`config.mk`:
```
export PLATFORM = sky130hd
export DESIGN_NAME = uts_status_top
export DESIGN_NICKNAME = d
export VERILOG_FILES = /design/src/hdl/uts_pkg.sv /design/src/hdl/uts_fifo.sv /design/src/hdl/uts_status_top.sv
export SDC_FILE = /design/constraint.sdc
export NUM_CORES = 1
export LEC_CHECK = 0
export ABC_CLOCK_PERIOD_IN_PS = 5300
export BUFFER_PORTS_ARGS = -buffer_cell sky130_fd_sc_hd__clkbuf_2
export CAP_MARGIN = 10
export CORE_MARGIN = 2
export CORE_UTILIZATION = 49
export CTS_CLUSTER_SIZE = 10
export DETAILED_ROUTE_END_ITERATION = 8
export PLACE_DENSITY_LB_ADDON = 0.25
export SLEW_MARGIN = 20
export SYNTH_ARGS = -nofsm -noshare
export SYNTH_HDL_FRONTEND = slang
export SYNTH_HIERARCHICAL = 1
export SYNTH_SLANG_ARGS = --single-unit
```
`constraint.sdc`:
```
create_clock -name i_clk -period 5.3 [get_ports i_clk]
set_input_delay 0.53 -clock i_clk [delete_from_list [all_inputs] [get_ports i_clk]]
set_output_delay 0.53 -clock i_clk [all_outputs]
set_load 0.02 [all_outputs]
```
`src/hdl/uts_pkg.sv`:
```
// Package: register map, field layout and record type of the status FIFO
package uts_pkg;

  // ---------------------------------------------------------------------------
  // Register byte offsets
  // ---------------------------------------------------------------------------
  localparam logic [7:0] STAT_OFS  = 8'h00;  // usb_last_transfer_status
  localparam logic [7:0] ADDR_OFS  = 8'h04;  // usb_function_address
  localparam logic [7:0] IFLAG_OFS = 8'h08;  // usb_interrupt_flags, W1C
  localparam logic [7:0] IMASK_OFS = 8'h0c;  // Interrupt mask
  localparam logic [7:0] LEVEL_OFS = 8'h10;  // FIFO fill level, read only

  // ---------------------------------------------------------------------------
  // Field positions and reset values
  // ---------------------------------------------------------------------------
  localparam int          EP_MSB      = 7;
  localparam int          EP_LSB      = 4;
  localparam int          DIR_BIT     = 3;
  localparam int          BANK_BIT    = 2;
  localparam int          LSPD_BIT    = 7;
  localparam int          TRN_BIT     = 3;
  localparam int          OVF_BIT     = 0;
  localparam logic [7:0]  ADDR_RST    = 8'h00;
  localparam logic [7:0]  IFLAG_RST   = 8'h00;
  localparam logic [7:0]  IMASK_RST   = 8'h00;
  localparam int          FIFO_DEPTH  = 4;

  // One status record per completed transaction
  typedef struct packed {
    logic [3:0] last_endpoint_number;
    logic       tx_dir;
    logic       pingpong_bank_indicator;
  } uts_rec_t;

endpackage : uts_pkg

```
`src/hdl/uts_fifo.sv`:
```
// Small synchronous FIFO holding transaction status records
`timescale 1ns/100ps
`default_nettype none
module uts_fifo #(
  parameter int DEPTH = uts_pkg::FIFO_DEPTH,
  parameter int AW    = $clog2(DEPTH)
) (
  input  wire logic             i_clk,
  input  wire logic             i_rst_n,
  input  wire logic             i_push,
  input  var  uts_pkg::uts_rec_t i_data,
  input  wire logic             i_pop,
  output var  uts_pkg::uts_rec_t o_head,
  output logic                  o_empty,
  output logic                  o_full,
  output logic [AW:0]           o_count
);

  uts_pkg::uts_rec_t mem_q [DEPTH];
  logic [AW-1:0]     wp_q, wp_d, rp_q, rp_d;
  logic [AW:0]       cnt_q, cnt_d;
  logic              do_push, do_pop;

  // ---------------------------------------------------------------------------
  // Pointer and count update
  // ---------------------------------------------------------------------------
  always_comb begin
    do_pop  = i_pop && (cnt_q != '0);
    do_push = i_push && ((cnt_q != (AW+1)'(DEPTH)) || do_pop);
    wp_d    = do_push ? wp_q + 1'b1 : wp_q;
    rp_d    = do_pop ? rp_q + 1'b1 : rp_q;
    cnt_d   = cnt_q + (AW+1)'(do_push) - (AW+1)'(do_pop);
  end

  always_ff @(posedge i_clk or negedge i_rst_n) begin
    if (!i_rst_n) begin
      wp_q  <= '0;
      rp_q  <= '0;
      cnt_q <= '0;
    end else begin
      wp_q  <= wp_d;
      rp_q  <= rp_d;
      cnt_q <= cnt_d;
    end
  end

  // Storage, no reset needed
  always_ff @(posedge i_clk) begin
    if (do_push) begin
      mem_q[wp_q] <= i_data;
    end
  end

  assign o_head  = mem_q[rp_q];
  assign o_empty = (cnt_q == '0);
  assign o_full  = (cnt_q == (AW+1)'(DEPTH));
  assign o_count = cnt_q;

endmodule // uts_fifo
`default_nettype wire

```
`src/hdl/uts_status_top.sv`:
```
// Transaction status FIFO, address register and APB slave
// Notes on behaviour
// [RULE1] Status bits 7:4 give last endpoint
// [RULE2] Status bit 3: one transmit, zero receive
// [RULE3] Status bit 2: one odd, zero even bank
// [RULE4] Status register shows head of four-entry FIFO
// [RULE5] Status valid only while complete flag set
// [RULE6] Clearing complete flag pops the FIFO head
// [RULE7] Status bits 31:8, 1:0 read zero
// [RULE8] Address bit 7 selects low-speed next token
// [RULE9] Address bits 6:0 hold device address
// [RULE10] Each transaction pushes; flag while entries remain; code drops one arriving when full and not popped, setting overflow
`timescale 1ns/100ps
`default_nettype none
module uts_status_top #(
  parameter int DEPTH = uts_pkg::FIFO_DEPTH
) (
  input  wire logic              i_clk,
  input  wire logic              i_rst_n,
  // APB slave
  input  wire logic              i_psel,
  input  wire logic              i_penable,
  input  wire logic              i_pwrite,
  input  wire logic [7:0]        i_paddr,
  input  wire logic [31:0]       i_pwdata,
  output logic                   o_pready,
  output logic                   o_pslverr,
  output logic [31:0]            o_prdata,
  // Transaction completion from the USB engine
  input  wire logic              i_trn_done,
  input  var  uts_pkg::uts_rec_t i_trn_rec,
  // Engine controls and interrupt
  output logic                   o_low_speed_token_select,
  output logic [6:0]             o_function_address_field,
  output logic                   o_irq
);

  localparam int AW = $clog2(DEPTH);

  // ---------------------------------------------------------------------------
  // Bus decode
  // ---------------------------------------------------------------------------
  logic wr_en;
  logic rd_en;
  logic hit;

  function automatic logic is_reg(input logic [7:0] a);
    is_reg = (a == uts_pkg::STAT_OFS) || (a == uts_pkg::ADDR_OFS) ||
             (a == uts_pkg::IFLAG_OFS) || (a == uts_pkg::IMASK_OFS) ||
             (a == uts_pkg::LEVEL_OFS);
  endfunction

  // Zero wait states; unmapped addresses answer with an error
  always_comb begin
    hit   = is_reg(i_paddr);
    wr_en = i_psel && i_penable && i_pwrite && hit;
    rd_en = i_psel && i_penable && !i_pwrite;
  end
  assign o_pready  = 1'b1;
  assign o_pslverr = i_psel && i_penable && !hit;

  // ---------------------------------------------------------------------------
  // Status FIFO
  // ---------------------------------------------------------------------------
  uts_pkg::uts_rec_t head;
  logic              fifo_empty;
  logic              fifo_full;
  logic [AW:0]       fifo_cnt;
  logic              pop;
  logic              ovf_ev;

  // W1C of the complete flag advances the FIFO
  assign pop = wr_en && (i_paddr == uts_pkg::IFLAG_OFS) &&
               i_pwdata[uts_pkg::TRN_BIT] && !fifo_empty; // see [RULE6]
  // A record lost when full and not popped at the same edge
  assign ovf_ev = i_trn_done && fifo_full && !pop;

  uts_fifo #(
    .DEPTH (DEPTH)
  ) u_fifo (
    .i_clk   (i_clk),
    .i_rst_n (i_rst_n),
    .i_push  (i_trn_done),       // see [RULE10]
    .i_data  (i_trn_rec),
    .i_pop   (pop),
    .o_head  (head),             // see [RULE4]
    .o_empty (fifo_empty),
    .o_full  (fifo_full),
    .o_count (fifo_cnt)
  );

  // ---------------------------------------------------------------------------
  // Address, flags and mask registers
  // ---------------------------------------------------------------------------
  logic [7:0] addr_q, addr_d;
  logic [7:0] mask_q, mask_d;
  logic       ovf_q, ovf_d;
  logic [7:0] flags;

  // Complete flag is the FIFO non-empty state, so a push in the pop
  // cycle keeps it set
  always_comb begin
    addr_d = addr_q;
    mask_d = mask_q;
    ovf_d  = ovf_q;
    if (wr_en && i_paddr == uts_pkg::ADDR_OFS) begin
      addr_d = i_pwdata[7:0];    // see [RULE8] see [RULE9]
    end
    if (wr_en && i_paddr == uts_pkg::IMASK_OFS) begin
      mask_d = i_pwdata[7:0];
    end
    if (wr_en && i_paddr == uts_pkg::IFLAG_OFS &&
        i_pwdata[uts_pkg::OVF_BIT]) begin
      ovf_d = 1'b0;
    end
    if (ovf_ev) begin
      ovf_d = 1'b1;              // Set wins over clear
    end
  end

  always_ff @(posedge i_clk or negedge i_rst_n) begin
    if (!i_rst_n) begin
      addr_q <= uts_pkg::ADDR_RST;
      mask_q <= uts_pkg::IMASK_RST;
      ovf_q  <= 1'b0;
    end else begin
      addr_q <= addr_d;
      mask_q <= mask_d;
      ovf_q  <= ovf_d;
    end
  end

  // Flag register image
  always_comb begin
    flags                   = uts_pkg::IFLAG_RST;
    flags[uts_pkg::TRN_BIT] = !fifo_empty;  // see [RULE10]
    flags[uts_pkg::OVF_BIT] = ovf_q;
  end

  assign o_low_speed_token_select = addr_q[uts_pkg::LSPD_BIT];
  assign o_function_address_field = addr_q[6:0];
  assign o_irq                    = |(flags & mask_q);

  // ---------------------------------------------------------------------------
  // Read data
  // ---------------------------------------------------------------------------
  logic [31:0] rdata_q, rdata_d;
  logic [31:0] stat_img;

  // Status image; invalid (shown zero) while the FIFO is empty
  always_comb begin
    stat_img = 32'h0000_0000;    // see [RULE7]
    if (!fifo_empty) begin       // see [RULE5]
      stat_img[uts_pkg::EP_MSB:uts_pkg::EP_LSB] =
        head.last_endpoint_number;                  // see [RULE1]
      stat_img[uts_pkg::DIR_BIT]  = head.tx_dir;   // see [RULE2]
      stat_img[uts_pkg::BANK_BIT] =
        head.pingpong_bank_indicator;               // see [RULE3]
    end
  end

  // Read mux, captured during the setup phase
  always_comb begin
    rdata_d = rdata_q;
    if (i_psel && !i_penable && !i_pwrite) begin
      unique case (i_paddr)
        uts_pkg::STAT_OFS:  rdata_d = stat_img;
        uts_pkg::ADDR_OFS:  rdata_d = {24'h00_0000, addr_q};
        uts_pkg::IFLAG_OFS: rdata_d = {24'h00_0000, flags};
        uts_pkg::IMASK_OFS: rdata_d = {24'h00_0000, mask_q};
        uts_pkg::LEVEL_OFS: rdata_d = 32'(fifo_cnt);
        default:            rdata_d = 32'h0000_0000;
      endcase
    end
  end

  always_ff @(posedge i_clk or negedge i_rst_n) begin
    if (!i_rst_n) begin
      rdata_q <= 32'h0000_0000;
    end else begin
      rdata_q <= rdata_d;
    end
  end

  assign o_prdata = rd_en ? rdata_q : 32'h0000_0000;

endmodule // uts_status_top
`default_nettype wire

```
==> out/qor.csv <==
metric,value,unit
place_area,3010,um^2
worstReg2RegEnd,u_fifo/o_count[2]$_DFF_PN0_,
run_status,"complete, no violations",
tritoncts,built,
reg2reg_depth,10,
finalMaxSlewViolations,0,
grt_max_degree,33,
post-route-period-util,0.550,
drtPass1Iterations,4,
finalSetupViolations,0,
rr_startpoint,u_fifo/o_count[1]$_DFF_PN0_,
wl_per_cell,14.6,um
crit_required,5.49,ns
antennaDiodeCount,0,
ir_drop,0.204,mV
seqPwrFrac,0.563,
place_congestion,0.761,
fin_nets,321,
root_buffer,clkbuf_8,
clk_latency,0.31,ns
final_util,0.560,
grt_pass1_wl,7970,um
fmax,0.343,GHz
ant_nets,0,
slowest_delay,0.48,ns
fp-row-count,27,
netlist_instances,222,
p_int,0.705,mW
synth_area,2840,um^2
routed_wl,4910,um
worst_setup_path_end_kind,register,
async_reset_ff_frac,0.571,
p_leak,1.39,nW
vias,1751,
gr-total-overflow,0,
via_per_inst,5.21,
worstSetupPathType,in2reg,
drt_iter0_markers,131,
remaining_drc_errors,0,
slew_headroom,0.462,
fin_skew,0.00957,ns
hold_ws,0.298,ns
io_buffers,45,
die_h,80.1,um
cts_inserted_buffers,5,
path_clk_slew,0.10,ns
antenna_found_initial,0,
fin_setup_tns,0,ns
nFillCells,492,
dp_hpwl,3750,um
ys_seq_area_frac,0.536,
synth-seq-cells,56,
grt_pass1_vias,1632,
hold_buffers,0,
io_pins,95,
crit_chain,clkbuf_2 -> or3_1 -> nor3_4 -> and4_1 -> inv_1 -> a21boi_4 -> a21o_2 -> ha_1 -> inv_1 -> fa_1 -> xnor2_1 -> xnor2_1,
layout_commonest_cell,clkbuf_2,
ys.flop_type,dfrtp_1,
core_area,5540,um^2
post_cts_buffers,0,
p_per_area,324,nW/um^2
synth_warnings,6,
cts_max_level,2,
maxCapViolations,0,
p_comb_frac,0.204,
area_delta_synth_final,9.21,%
clock-sinks,56,
startpoint_type,input port,
synth.avg_cell_area,12.8,um^2
cts.path.max_buffers,2,
cts_resized,0,
final_cell_mix,"clkbuf_2, dfrtp_1, conb_1",
switchingPower,0.299,mW
start_util,0.512,
drive_above_1_share,0.337,
r2r_slack,2.71,ns
netlist-cell-type-count,50,
synth_edf_count,24,
crit_slowest_cell,or3_1,
dieArea,6420,um^2
tightestPinTransition,0.807,ns
grtUsageTotal,0.165,
die_w,80.1,um
final_cell_area,3100,um^2
min_path_type,in2async,
crit_fanout,9,
pwr-share-clk,0.233,
rsz0062_at_grt,false,
hold_viol_final,0,
crit_arrival,3.10,ns
swShare,0.298,
period_needed,2.91,ns
==> through the flow <==
| stage | worst slack (ns) | power (mW) | std cells |
|---|---|---|---|
| 4_1_cts | 2.37 | 1.02 | 336 |
| 3_3_place_gp | 2.11 | 0.774 | 328 |
| 3_5_place_dp | 2.04 | 0.782 | 328 |
| 6_report | 2.39 | 1.00 | 336 |
| 5_1_grt | 2.15 | 1.07 | 336 |
| 2_1_floorplan | 2.41 | 0.733 | 245 |
==> layout make-up <==
class                      count  area, um^2  area share
multi-input combinational    145        1130       0.366
tap                           72        90.1      0.0291
inverter                      10        37.5      0.0121
clock buffer                   5        68.8      0.0222
sequential                    56        1520       0.491
timing repair buffer          45         225      0.0726
clock inverter                 3        22.5     0.00726
==> worst max-delay path by stage <==
stage | slack [ns] | end | cells after the start | start
5_1_grt | 2.15 | u_fifo/o_count[2]$_DFF_PN0_ | 12 | i_paddr[1]
4_1_cts | 2.37 | u_fifo/o_count[2]$_DFF_PN0_ | 12 | i_paddr[1]
3_5_place_dp | 2.04 | u_fifo/o_count[2]$_DFF_PN0_ | 12 | i_paddr[1]
3_3_place_gp | 2.11 | u_fifo/o_count[2]$_DFF_PN0_ | 12 | i_paddr[1]
6_report | 2.39 | u_fifo/o_count[2]$_DFF_PN0_ | 12 | i_paddr[1]
2_1_floorplan | 2.41 | u_fifo/o_count[2]$_DFF_PN0_ | 12 | i_paddr[1]
==> flip-flops by register name (all words and copies together), names as in the netlist <==
register        flops
ovf_q               1
u_fifo/rp_q         2
u_fifo/mem_q       24
rdata_q             8
addr_q              8
mask_q              8
u_fifo/wp_q         2
u_fifo/o_count      3
==> Yosys cell counts, types with 3 or more instances <==
cell type,number,area [um^2]
xnor2_1,4,35.0
a31oi_1,4,25.0
mux2i_1,6,60.1
inv_1,10,37.5
mux4_2,6,135
clkbuf_1,4,15.0
and2_2,3,22.5
edfxtp_1,24,721
a21oi_1,3,15.0
mux2_2,16,180
dfrtp_1,32,801
buf_4,25,188
ha_1,5,62.6
nor3_1,4,20.0
and2_1,9,56.3
o21ai_0,7,35.0
nand2_1,11,41.3
nor2_1,9,33.8
==> worst max-delay path, delay by kind of cell <==
| kind | cells | cell delay [ns] |
|---|---|---|
| XOR/XNOR | 2 | 0.28 |
| AO/OA/AOI/OAI | 2 | 0.39 |
| adder cells (fa/ha/maj) | 2 | 0.50 |
| buffers and inverters | 3 | 0.21 |
| AND/OR/NAND/NOR | 3 | 1.18 |
==> cells by family (layout without fill, tap and decap cells) <==
group,count (synthesis),after routing,share of synthesized area
compound gates,27,27,0.0701
xor+xnor,5,5,0.0154
fa+ha+maj,6,6,0.0291
buf+inv,44,63,0.0948
flops,56,56,0.536
mux,29,29,0.138
other cells,2,25,0.00265
simple gates,53,53,0.115
==> layer usage <==
metal,wire length (um),share of wire,GRT usage
met5,0,0,0
met4,68,0.014,0.0542
met3,267,0.054,0.0326
met2,2360,0.48,0.259
met1,2220,0.45,0.232
==> power by group through the flow <==
stage	logic [mW]	registers, mW	clock network, mW
final	0.205	0.565	0.234
after global routing	0.232	0.575	0.260
after CTS	0.207	0.566	0.242
after detailed placement	0.206	0.575	0
after global placement	0.201	0.573	0
after floorplan	0.169	0.565	0
Note: power is estimated with default switching activity, not from simulation.
